File: src/rtl/tba_pkg.sv
// Package of constants and types for the two-wire bus arbiter
package tba_pkg;
   // Gray-coded arbitration states along reset -> external -> implicit -> explicit
   typedef enum logic [1:0] {
      TBA_ST_RESET = 2'b00,
      TBA_ST_EXT_MASTER = 2'b01,
      TBA_ST_IMPLICIT = 2'b11,
      TBA_ST_EXPLICIT = 2'b10
   } tba_state_t;
   localparam logic [1:0] TBA_SYNC_STAGES = 2'h2;
   localparam logic TBA_BUS_DRIVEN_N_RESET = 1'h1;
endpackage

File: src/rtl/tba_sync.sv
// Two-flop synchroniser for a single level from outside the clock domain
`timescale 1ns/1ps
`default_nettype none
module tba_sync #(
   parameter logic RESET_VAL = 1'b0
) (
   input wire logic clk_sys,
   input wire logic rst,
   input wire logic async_in,
   output logic sync_out
);
   logic meta_q;
   logic meta_d;
   logic sync_q;
   logic sync_d;

   always_comb begin
      meta_d = async_in;
      sync_d = meta_q;
   end

   always_ff @(posedge clk_sys or posedge rst) begin
      if (rst) begin
         meta_q <= RESET_VAL;
         sync_q <= RESET_VAL;
      end else begin
         meta_q <= meta_d;
         sync_q <= sync_d;
      end
   end

   assign sync_out = sync_q;
endmodule
`default_nettype wire

File: src/rtl/tba_arbiter.sv
// Two-wire bus arbitration state machine of the external bus
// What the document requires of this block and of the external master
// RULE1: Device may start a transfer the cycle after grant is seen asserted.
// RULE2: External master asserts grant only after it stopped driving the bus.
// RULE3: External master never grants while its own transfer is in progress.
// RULE4: Lock clear, grant negated: finish cycle, negate bus-driven, three-state outputs.
// RULE5: Burst-inhibited access keeps bus-driven asserted until its last transfer completes.
// RULE6: Lock set in explicit ownership: grant negation does not release the bus.
// RULE7: While lock set, mastership is held regardless of grant.
// RULE8: Lock cleared with grant negated: bus-driven negated next clock, bus released.
// RULE9: Granted with a request pending: bus-driven asserted next clock, access begins.
// RULE10: Reset pin or watchdog reset forces reset state from any state.
// RULE11: Leaving reset: implicit ownership if granted, else external-master ownership.
// RULE12: External-master ownership: bus not driven, bus-driven negated, memory controls allowed.
// RULE13: Implicit ownership: bus three-stated until request or lock moves to explicit.
// RULE14: Explicit ownership when granted and cycle started or lock set; drives bus.
// RULE15: With grant asserted, explicit ownership holds whether or not cycles run.
// RULE16: Grant negated, lock clear: leave explicit at end of cycle or at once.
// RULE17: End of cycle is normal or error termination; burst-inhibited series counts once.
// RULE18: External ownership: stay while ungranted; granted goes explicit or implicit.
// RULE19: State changes only on the rising edge of the system clock.
// RULE20: Active-low grant from hold request; active-low bus-driven feeds hold acknowledge.
`timescale 1ns/1ps
`default_nettype none
module tba_arbiter (
   input wire logic clk_sys,
   input wire logic rst,
   input wire logic reset_input_pin_n,
   input wire logic watchdog_reset,
   input wire logic bus_grant_in_n,
   input wire logic bus_lock_flag,
   input wire logic int_bus_request,
   input wire logic transfer_in_progress,
   input wire logic end_of_cycle,
   input wire logic burst_inhibit_last,
   output logic bus_driven_out_n,
   output logic bus_drive_en,
   output logic bus_owned,
   output logic start_allowed,
   output logic external_master_owner_state,
   output tba_pkg::tba_state_t arb_state
);
   import tba_pkg::*;

   // ***************************************************
   // Pin synchronisers
   // ***************************************************
   logic grant_n_s;
   logic rst_pin_n_s;
   logic grant;
   logic any_reset;
   logic cycle_done;

   // RULE20 grant pin is active low, idles negated
   tba_sync #(.RESET_VAL(1'b1)) u_sync_grant (
      .clk_sys(clk_sys),
      .rst(rst),
      .async_in(bus_grant_in_n),
      .sync_out(grant_n_s)
   );

   tba_sync #(.RESET_VAL(1'b0)) u_sync_reset_input_pin (
      .clk_sys(clk_sys),
      .rst(rst),
      .async_in(reset_input_pin_n),
      .sync_out(rst_pin_n_s)
   );

   assign grant = ~grant_n_s;
   assign any_reset = ~rst_pin_n_s | watchdog_reset;
   // RULE17 only the last transfer of a burst-inhibited series ends the cycle
   assign cycle_done = end_of_cycle & burst_inhibit_last;

   // ***************************************************
   // Arbitration state machine
   // ***************************************************
   tba_state_t state_q;
   tba_state_t state_d;

   always_comb begin
      state_d = state_q;
      // RULE10 reset from any state
      if (any_reset) begin
         state_d = TBA_ST_RESET;
      end else begin
         unique case (state_q)
            // RULE11 grant picks the exit
            TBA_ST_RESET: begin
               state_d = grant ? TBA_ST_IMPLICIT : TBA_ST_EXT_MASTER;
            end
            // RULE18 wait for grant then choose ownership
            // RULE9 pending request goes explicit
            TBA_ST_EXT_MASTER: begin
               if (grant) begin
                  state_d = (bus_lock_flag | int_bus_request) ? TBA_ST_EXPLICIT
                                                               : TBA_ST_IMPLICIT;
               end
            end
            // RULE13 request or lock moves to explicit
            TBA_ST_IMPLICIT: begin
               if (!grant) begin
                  state_d = TBA_ST_EXT_MASTER;
               end else if (bus_lock_flag | int_bus_request) begin
                  state_d = TBA_ST_EXPLICIT;
               end
            end
            // RULE16 release only with lock clear and cycle over
            // RULE6 RULE7 lock keeps ownership
            TBA_ST_EXPLICIT: begin
               if (!grant && !bus_lock_flag) begin
                  // RULE4 RULE5 finish cycle first
                  // RULE8 unlocked and ungranted releases
                  // Lock is tested at the releasing edge itself, so a late lock still holds
                  if (!transfer_in_progress || cycle_done) begin
                     state_d = TBA_ST_EXT_MASTER;
                  end
               end
            end
         endcase
      end
   end

   // RULE19 state registered on the rising edge only
   always_ff @(posedge clk_sys or posedge rst) begin
      if (rst) begin
         state_q <= TBA_ST_RESET;
      end else begin
         state_q <= state_d;
      end
   end

   // ***************************************************
   // Outputs
   // ***************************************************
   logic bd_n_q;
   logic bd_n_d;

   // RULE14 bus-driven asserted exactly in explicit ownership
   always_comb begin
      bd_n_d = (state_d == TBA_ST_EXPLICIT) ? 1'b0 : TBA_BUS_DRIVEN_N_RESET;
   end

   always_ff @(posedge clk_sys or posedge rst) begin
      if (rst) begin
         bd_n_q <= TBA_BUS_DRIVEN_N_RESET;
      end else begin
         bd_n_q <= bd_n_d;
      end
   end

   assign bus_driven_out_n = bd_n_q;
   // RULE12 only explicit ownership drives address, data and control
   assign bus_drive_en = ~bd_n_q;
   assign bus_owned = (state_q == TBA_ST_IMPLICIT) | (state_q == TBA_ST_EXPLICIT);
   // RULE1 transfer may start once explicit ownership is held
   assign start_allowed = (state_q == TBA_ST_EXPLICIT);
   assign external_master_owner_state = (state_q == TBA_ST_EXT_MASTER);
   assign arb_state = state_q;
endmodule
`default_nettype wire

File: config.mk
export PLATFORM = sky130hd
export DESIGN_NAME = tba_arbiter
export DESIGN_NICKNAME = d
export VERILOG_FILES = /design/src/rtl/tba_pkg.sv /design/src/rtl/tba_sync.sv /design/src/rtl/tba_arbiter.sv
export SDC_FILE = /design/constraint.sdc
export NUM_CORES = 1
export LEC_CHECK = 0
export BUFFER_PORTS_ARGS = -buffer_cell sky130_fd_sc_hd__buf_2
export CAP_MARGIN = 40
export CORE_AREA = 2 2 39 41
export DETAILED_ROUTE_END_ITERATION = 7
export DIE_AREA = 0 0 41 43
export HOLD_SLACK_MARGIN = 0.08
export PLACE_DENSITY = 0.51
export SLEW_MARGIN = 20
export SYNTH_ARGS = -nofsm -noshare
export SYNTH_HDL_FRONTEND = slang
export SYNTH_SLANG_ARGS = --single-unit
File: constraint.sdc
create_clock -name clk_sys -period 2.9 [get_ports clk_sys]
set_clock_uncertainty 0.1 [all_clocks]
set_input_delay 0.29 -clock clk_sys [delete_from_list [all_inputs] [get_ports clk_sys]]
set_output_delay 0.29 -clock clk_sys [all_outputs]
set_load 0.005 [all_outputs]
==> results of run 1 <==
synth_stat cells, drive strengths merged:
library cell	instances	area (um2)
nor2	1	3.75
inv	4	15.0
dfrtp	4	100
o211ai	1	7.51
o211a	1	10.0
a21oi	1	5.00
a21boi	1	11.3
o21ai	1	5.00
nor2b	2	12.5
dfstp	3	78.8
clkbuf	1	3.75
nand2b	2	20.0
a21o	1	7.51
power by group through the flow:
stage	Combinational, uW	Sequential, uW	Clock, uW
after CTS	24.6	107	91.6
after global placement	21.3	108	0
final	24.1	107	87.2
after detailed placement	21.4	108	0
after global routing	27.6	107	97.3
after floorplan	9.89	108	0
cells by family after synthesis:
kind of cell | count (synthesis) | share of synthesized area, %
AND/OR/NAND/NOR | 5 | 12.9
flip-flops | 7 | 63.8
buffers and inverters | 5 | 6.69
AO/OA/AOI/OAI | 6 | 16.5
cells in the final DEF, fill, tap and decap left out, types with 2 or more instances in the layout:
master and n:
sky130_fd_sc_hd__nor2b_1 2, sky130_fd_sc_hd__buf_2 16, sky130_fd_sc_hd__inv_1 4, sky130_fd_sc_hd__dfrtp_1 4, sky130_fd_sc_hd__clkbuf_4 3, sky130_fd_sc_hd__dfstp_2 3
sky130_fd_sc_hd__dlygate4sd3_1 3
stage by stage:
step / total power (uW) / hold WS, ns / std cells
2_1_floorplan: 118 / -0.00878 / 23
3_3_place_gp: 129 / 0.125 / 54
3_5_place_dp: 130 / 0.127 / 54
4_1_cts: 223 / 0.197 / 61
5_1_grt: 232 / 0.207 / 61
6_report: 218 / 0.204 / 61
final cells by class:
type / instances / area (um2)
multi-input combinational: 11 / 82.6
timing repair buffer: 19 / 110
tap: 16 / 20.0
clock buffer: 4 / 26.3
inverter: 4 / 15.0
fill: 154 / 951
sequential: 7 / 179
metal layers:
metal,vias to the layer above,wire [um]
met1,96,224
met5,-,0
met2,16,255
met4,0,0
li1,115,-
met3,0,69
worst max-delay path: cells and delay by family, from the launching register on:
kind | cells | cell delay (ns)
DFF | 1 | 0.40
and+or+nand+nor | 1 | 0.16
buffers and inverters | 2 | 0.15
state kept, by name, indices dropped and copies added (netlist names):
register	flops
u_sync_reset_input_pin.meta_q	1
bus_driven_out_n	1
u_sync_grant.sync_out	1
arb_state	2
u_sync_grant.meta_q	1
u_sync_reset_input_pin.sync_out	1
worst min path at each step:
stage	end	start	slack, ns
floorplan	arb_state[0]	rst	-0.009
global placement	u_sync_reset_input_pin.meta_q	rst	0.12
detailed placement	u_sync_reset_input_pin.meta_q	rst	0.13
CTS	arb_state[0]	watchdog_reset	0.20
global route	arb_state[0]	watchdog_reset	0.21
finish	arb_state[0]	watchdog_reset	0.20
==> qor.txt, run 1 <==
worst vdd rail ir drop: 259 uV
unique cell type count in the Yosys netlist: 14
power density over the cells: 504 nW/um2
DRC violation count after routing: 0
Placement Rows: 14
die outline area: 1760 um2
sum of negative setup slack: 0 ns
class of the tightest hold or removal check: in2reg
net count of the mapped netlist: 33
Worst EP required: 2.51 ns
synthesis-to-layout area growth: 54.5%
count of endpoints failing hold in the final timing report: 0
Min Clock Period, post-route: 1.34 ns
number of setup violations in the final report: 0
Arr. time, crit path: 0.95 ns
cell depth of the worst hold path: 3
Floorplan Core Area: 1380 um2
peak fanout along the critical path: 4
initial cell density of the core: 20.3%
cell with the largest stage delay on the worst path: sky130_fd_sc_hd__dfrtp_1
largest buffer count on any clock path: 2
GR Layer Usage met3: 6.28%
vias in the first global route: 230
Crit Reg-Reg Endpoint: arb_state[1]
warning count from the yosys run: 0
Clk pwr share: 40.0%
Mapped Avg Cell Area: 12.2 um2
routed vias: 227
Antenna Cells: 0
clock edge transition at the registers on the reported setup and hold paths: 0.05 ns
met2 Use GR: 12.5%
critical path cell sequence: nand2b_4 > inv_1 > buf_2
critical path launch point type: register
Post-Route Utilization: 31.3%
register-to-register setup slack: 1.83 ns
setup repair after global routing missed its margin: false
global-route wire length before repair: 807 um
count of buffers from port buffering: 16
Post-Syn Area: 280 um2
initial antenna violation count: 0
post-synthesis instance total: 23
register bit total from synthesis: 7
iteration count of the initial detailed-routing pass: 2
worst setup timing slack at the placement stage: 1.83 ns
max frequency: 0.748 GHz
Starting DRT DRC Count: 6
end point of the critical path: start_allowed
Post-Layout Inst Area: 433 um2
reg2reg path depth: 3
Chip Width: 41 um
net count of the finished layout: 56
vias per std cell: 3.72
GR peak layer: met2
CTS HTree Levels: 1
critical path's largest stage delay: 0.40 ns
CP Class: reg2out
run status: finished, final reports clean
Final GP Congestion: 0.562
Root Driver: sky130_fd_sc_hd__clkbuf_4
largest net degree at the start of global routing: 8
sequential fraction of design power: 49.0%
buffers inserted during post-CTS setup optimization: 0
layout cells sized above 1: 53.3%
Ports: 17
detailed placement HPWL: 405 um
number of buffers inserted for hold repair after clock tree synthesis: 3
combinational fraction of design power: 11.1%
switching power summed over all nets: 47.4 uW
proportion of synthesized chip area in sequential cells: 63.8%
die span in y: 43 um
Internal: 171 uW
total grt overflow: 0
Lkg Pwr: 0.000240 uW
number of maximum-capacitance constraint violations: 0
CTS tree: done
Worst Slack Setup Final: 1.56 ns
met1 layer usage reported by global route: 5.98%
share of the clock period used by the worst path: 46.1%
placed standard-cell area: 377 um2
Critical Path Sink Type: output port
overall routed net length: 549 um
Sink Count: 7
startpoint of the worst setup timing path: arb_state[0]
launching point of the worst reg2reg path: u_sync_grant.sync_out
average wire per cell in the routed design: 9.00 um
max-slew headroom at the worst pin: 82.4%
fraction of power spent switching nets: 21.7%
total global-route track usage: 7.40%
Post-DRT Antenna Nets: 0
pins over their slew limit: 0
number of buffers created by CTS: 3
pin slew with the least headroom to its limit: 0.263 ns
post-CTS resize count: 0
Worst-Skew Late Latency: 0.25 ns
Note: power is estimated with default switching activity, not from simulation.
==> inputs of run 2 (changes only) <==
--- a/config.mk
+++ b/config.mk
@@ -11,7 +11,7 @@
 export DETAILED_ROUTE_END_ITERATION = 7
 export DIE_AREA = 0 0 41 43
 export HOLD_SLACK_MARGIN = 0.08
-export PLACE_DENSITY = 0.51
+export PLACE_DENSITY = 0.53
 export SLEW_MARGIN = 20
 export SYNTH_ARGS = -nofsm -noshare
 export SYNTH_HDL_FRONTEND = slang
==> constraint.sdc (replaced) <==
create_clock -name clk_sys -period 1.15 [get_ports clk_sys]
set_clock_uncertainty 0.1 [all_clocks]
set_input_delay 0.115 -clock clk_sys [delete_from_list [all_inputs] [get_ports clk_sys]]
set_output_delay 0.115 -clock clk_sys [all_outputs]
set_load 0.005 [all_outputs]
==> qor.txt, run 2 (same netlist as run 1, synthesis figures left out) <==
Placement Rows: 14
share of the clock period used by the worst path: 98.4%
max-slew headroom at the worst pin: 83.5%
setup repair after global routing missed its margin: true
Worst Slack Setup Final: 0.0185 ns
CTS tree: done
worst setup timing slack at the placement stage: 0.0879 ns
Ports: 17
reg2reg path depth: 3
Post-DRT Antenna Nets: 0
initial cell density of the core: 20.3%
die outline area: 1760 um2
critical path launch point type: register
Min Clock Period, post-route: 1.13 ns
peak fanout along the critical path: 4
iteration count of the initial detailed-routing pass: 2
Worst-Skew Late Latency: 0.25 ns
launching point of the worst reg2reg path: arb_state[0]
total global-route track usage: 7.51%
count of buffers from port buffering: 16
total grt overflow: 0
Crit Reg-Reg Endpoint: arb_state[0]
vias in the first global route: 217
Post-Route Utilization: 33.7%
pins over their slew limit: 0
die span in y: 43 um
Antenna Cells: 0
end point of the critical path: start_allowed
DRC violation count after routing: 0
class of the tightest hold or removal check: in2reg
global-route wire length before repair: 772 um
Fill cells: 144
Floorplan Core Area: 1380 um2
CP Class: reg2out
max frequency: 0.884 GHz
net count of the finished layout: 58
Critical Path Sink Type: output port
Worst EP required: 0.94 ns
run status: finished, final reports clean
number of buffers created by CTS: 3
most frequent cells in the layout: sky130_fd_sc_hd__buf_2, sky130_fd_sc_hd__dlygate4sd3_1, sky130_fd_sc_hd__dfrtp_1, sky130_fd_sc_hd__dfstp_2, sky130_fd_sc_hd__clkbuf_4
number of setup violations in the final report: 0
average wire per cell in the routed design: 8.59 um
clock edge transition at the registers on the reported setup and hold paths: 0.05 ns
Final GP Congestion: 0.630
Arr. time, crit path: 0.92 ns
synthesis-to-layout area growth: 66.5%
flip-flop count of the largest register, all copies and words added: 2
leading cell type in the layout, fill and taps excluded: sky130_fd_sc_hd__buf_2
Starting DRT DRC Count: 4
worst vdd rail ir drop: 605 uV
layout cells sized above 1: 61.7%
register-to-register setup slack: 0.06 ns
routed vias: 246
total chip power: 557 uW
Lkg Pwr: 0.000245 uW
initial antenna violation count: 0
Sink Count: 7
Root Driver: sky130_fd_sc_hd__clkbuf_4
startpoint of the worst setup timing path: arb_state[0]
largest net degree at the start of global routing: 8
power density over the cells: 1190 nW/um2
number of maximum-capacitance constraint violations: 0
Chip Width: 41 um
overall routed net length: 541 um
vias per std cell: 3.90
pin slew with the least headroom to its limit: 0.248 ns
sum of negative setup slack: 0 ns
count of endpoints failing hold in the final timing report: 0
largest buffer count on any clock path: 2
CTS HTree Levels: 1
==> run 2: layer usage <==
layer	wire length [um]	vias up	share of wire, %	track usage (%)
li1	-	123	-	-
met1	208	103	38	5.32
met2	253	16	47	11.6
met3	64	4	12	6.28
met4	14	0	2.6	6.00
met5	0	-	0	0
==> run 2: timing repair <==
action,in CTS,in global routing
pin swaps,0,1
hold buffers,4,0
setup buffers,1,0
setup endpoints to repair,1,6
hold endpoints to repair,10,0
gates resized for setup,1,5
==> run 2: worst min path at each step <==
stage,endpoint,depth (start not counted),slack (ns),startpoint
4_1_cts,arb_state[0],3,0.11,int_bus_request
3_3_place_gp,u_sync_reset_input_pin.meta_q,2,-0.05,rst
3_5_place_dp,u_sync_reset_input_pin.meta_q,2,-0.05,rst
6_report,arb_state[0],3,0.11,int_bus_request
2_1_floorplan,arb_state[0],1,-0.18,rst
5_1_grt,arb_state[0],3,0.13,int_bus_request
==> run 2: critical path, cell delays in order, from the launching register on <==
cell	delay, ns
sky130_fd_sc_hd__dfrtp_1	0.39
sky130_fd_sc_hd__nand2b_4	0.15
sky130_fd_sc_hd__inv_2	0.05
sky130_fd_sc_hd__buf_6	0.08
==> run 2: through the flow <==
stage               cells  instance area, um2  hold slack (ns)
floorplan              23                 280           -0.184
global placement       54                 377          -0.0477
detailed placement     54                 377          -0.0493
CTS                    63                 450            0.113
global route           63                 467            0.128
finish                 63                 467            0.115
==> run 2: cell type report <==
type / instances / area, um2 / share of cell area, %
timing repair buffer: 21 / 140 / 30.0
multi-input combinational: 11 / 85.1 / 18.2
clock buffer: 4 / 26.3 / 5.63
tap: 16 / 20.0 / 4.29
inverter: 4 / 15.0 / 3.22
sequential: 7 / 180 / 38.6
==> run 2: where the power goes <==
part,switching [uW],internal (uW),total [uW]
clock,86.3,132,218
combinational,25.5,43.5,69.1
sequential,7.19,262,270
==> inputs of run 3 (changes only) <==
--- a/config.mk
+++ b/config.mk
@@ -7,9 +7,9 @@
 export LEC_CHECK = 0
 export BUFFER_PORTS_ARGS = -buffer_cell sky130_fd_sc_hd__buf_2
 export CAP_MARGIN = 40
-export CORE_AREA = 2 2 39 41
+export CORE_AREA = 8 8 45 47
 export DETAILED_ROUTE_END_ITERATION = 7
-export DIE_AREA = 0 0 41 43
+export DIE_AREA = 0 0 53 55
 export HOLD_SLACK_MARGIN = 0.08
 export PLACE_DENSITY = 0.53
 export SLEW_MARGIN = 20
==> qor.txt, run 3 (same netlist as run 1, synthesis figures left out) <==
fraction of power spent switching nets: 21.4%
initial cell density of the core: 20.3%
Root Driver: sky130_fd_sc_hd__clkbuf_4
Post-Route Utilization: 33.8%
leading cell type in the layout, fill and taps excluded: sky130_fd_sc_hd__buf_2
CTS HTree Levels: 1
Post-DRT Antenna Nets: 0
pins over their slew limit: 0
vias in the first global route: 263
sum of negative setup slack: 0 ns
register-to-register setup slack: 0.05 ns
largest net degree at the start of global routing: 8
Clk pwr share: 38.8%
worst setup timing slack at the placement stage: 0.0840 ns
setup repair after global routing missed its margin: true
reg2reg path depth: 3
family with the most delay on the worst path: flip-flops
global-route wire length before repair: 1060 um
count of endpoints failing hold in the final timing report: 0
layout cells sized above 1: 60.4%
iteration count of the initial detailed-routing pass: 2
Antenna Cells: 0
total area of multi-input combinational cells: 86.3 um2
critical path launch point type: register
critical path cell sequence: nand2b_4 > inv_2 > buf_2
net count of the finished layout: 59
sequential fraction of design power: 48.2%
overall routed net length: 636 um
buffer and inverter count on the worst path: 2
Ports: 17
Critical Path Sink Type: output port
total global-route track usage: 5.17%
Crit Reg-Reg Endpoint: arb_state[0]
CP Class: reg2out
class of the tightest hold or removal check: in2reg
pin slew with the least headroom to its limit: 0.252 ns
run status: finished, final reports clean
peak fanout along the critical path: 4
critical path's largest stage delay: 0.39 ns
synthesis-to-layout area growth: 67.0%
average wire per cell in the routed design: 9.94 um
Sink Count: 7
detailed placement HPWL: 500 um
endpoint of the worst hold path: arb_state[0]
number of setup violations in the final report: 0
vias per std cell: 3.89
Internal: 438 uW
Lkg Pwr: 0.000250 uW
largest buffer count on any clock path: 2
Worst-Skew Late Latency: 0.25 ns
Worst Slack Setup Final: 0.0155 ns
die span in y: 55 um
Starting DRT DRC Count: 1
max frequency: 0.881 GHz
routed vias: 249
total chip power: 557 uW
DRC violation count after routing: 0
Min Clock Period, post-route: 1.13 ns
number of maximum-capacitance constraint violations: 0
Floorplan Core Area: 1380 um2
cell depth of the worst hold path: 3
Chip Width: 53 um
Arr. time, crit path: 0.92 ns
total grt overflow: 0
die outline area: 2920 um2
non-filler cells, final: 64
launching point of the worst reg2reg path: arb_state[0]
CTS tree: done
Worst EP required: 0.94 ns
Fill cells: 141
Placement Rows: 14
flip-flop count of the largest register, all copies and words added: 2
area used by sequential logic in the layout: 179 um2
worst vdd rail ir drop: 758 uV
start point of the worst min-delay path: int_bus_request
Final GP Congestion: 0.659
placed cell count: 54
count of buffers from port buffering: 16
switching power summed over all nets: 119 uW
clock edge transition at the registers on the reported setup and hold paths: 0.05 ns
combinational fraction of design power: 13.0%
initial antenna violation count: 0
share of the clock period used by the worst path: 98.7%
cell with the largest stage delay on the worst path: sky130_fd_sc_hd__dfrtp_1
number of buffers created by CTS: 3
most frequent cells in the layout: sky130_fd_sc_hd__buf_2, sky130_fd_sc_hd__dfrtp_1, sky130_fd_sc_hd__dlygate4sd3_1
max-slew headroom at the worst pin: 83.2%
power density over the cells: 1190 nW/um2
run 3: cell type report:
| cell class | count | area share [%] |
|---|---|---|
| Inverter | 4 | 3.21 |
| Tap cell | 16 | 4.28 |
| Sequential cell | 7 | 38.2 |
| Timing Repair Buffer | 22 | 30.2 |
| Multi-Input combinational cell | 11 | 18.4 |
| Clock buffer | 4 | 5.61 |
run 3: power by group through the flow:
| stage | Combinational [uW] | Sequential (uW) | Clock [uW] |
|---|---|---|---|
| after detailed placement | 54.8 | 273 | 0 |
| after CTS | 67.2 | 269 | 227 |
| after global placement | 54.2 | 272 | 0 |
| after global routing | 80.8 | 271 | 251 |
| final | 72.6 | 269 | 216 |
| after floorplan | 24.9 | 272 | 0 |
run 3: worst max-delay path by stage:
stage	start	end	slack, ns	depth (start not counted)
CTS	arb_state[0]	start_allowed	0.001	3
finish	arb_state[0]	start_allowed	0.02	3
global placement	u_sync_grant.sync_out	arb_state[0]	0.13	3
global route	arb_state[1]	external_master_owner_state	-0.05	2
detailed placement	u_sync_grant.sync_out	arb_state[1]	0.08	3
floorplan	u_sync_grant.sync_out	arb_state[1]	0.15	3
run 3: what timing repair did:
action | CTS | global route
hold buffers | 4 | 0
pin swaps | 0 | 0
buffers inserted | 1 | 1
endpoints found under the hold margin | 10 | 0
gates resized for setup | 0 | 4
setup endpoints to repair | 1 | 4
run 3: worst register-to-register path, cell delays in order (launching register included):
cell	delay, ns
sky130_fd_sc_hd__dfrtp_1	0.39
sky130_fd_sc_hd__nand2b_4	0.15
sky130_fd_sc_hd__buf_4	0.14
sky130_fd_sc_hd__o211a_1	0.21
run 3: per-layer routing:
metal | share of wire, % | global-route usage (%)
met4 | 0 | 2.59
met5 | 0 | 0
met1 | 36 | 4.79
met3 | 19 | 4.55
met2 | 45 | 7.81
run 3: stage by stage:
step | hold WS [ns] | cell area (um2)
2_1_floorplan | -0.184 | 280
3_3_place_gp | -0.0502 | 377
3_5_place_dp | -0.0438 | 377
4_1_cts | 0.103 | 450
5_1_grt | 0.108 | 468
6_report | 0.109 | 468
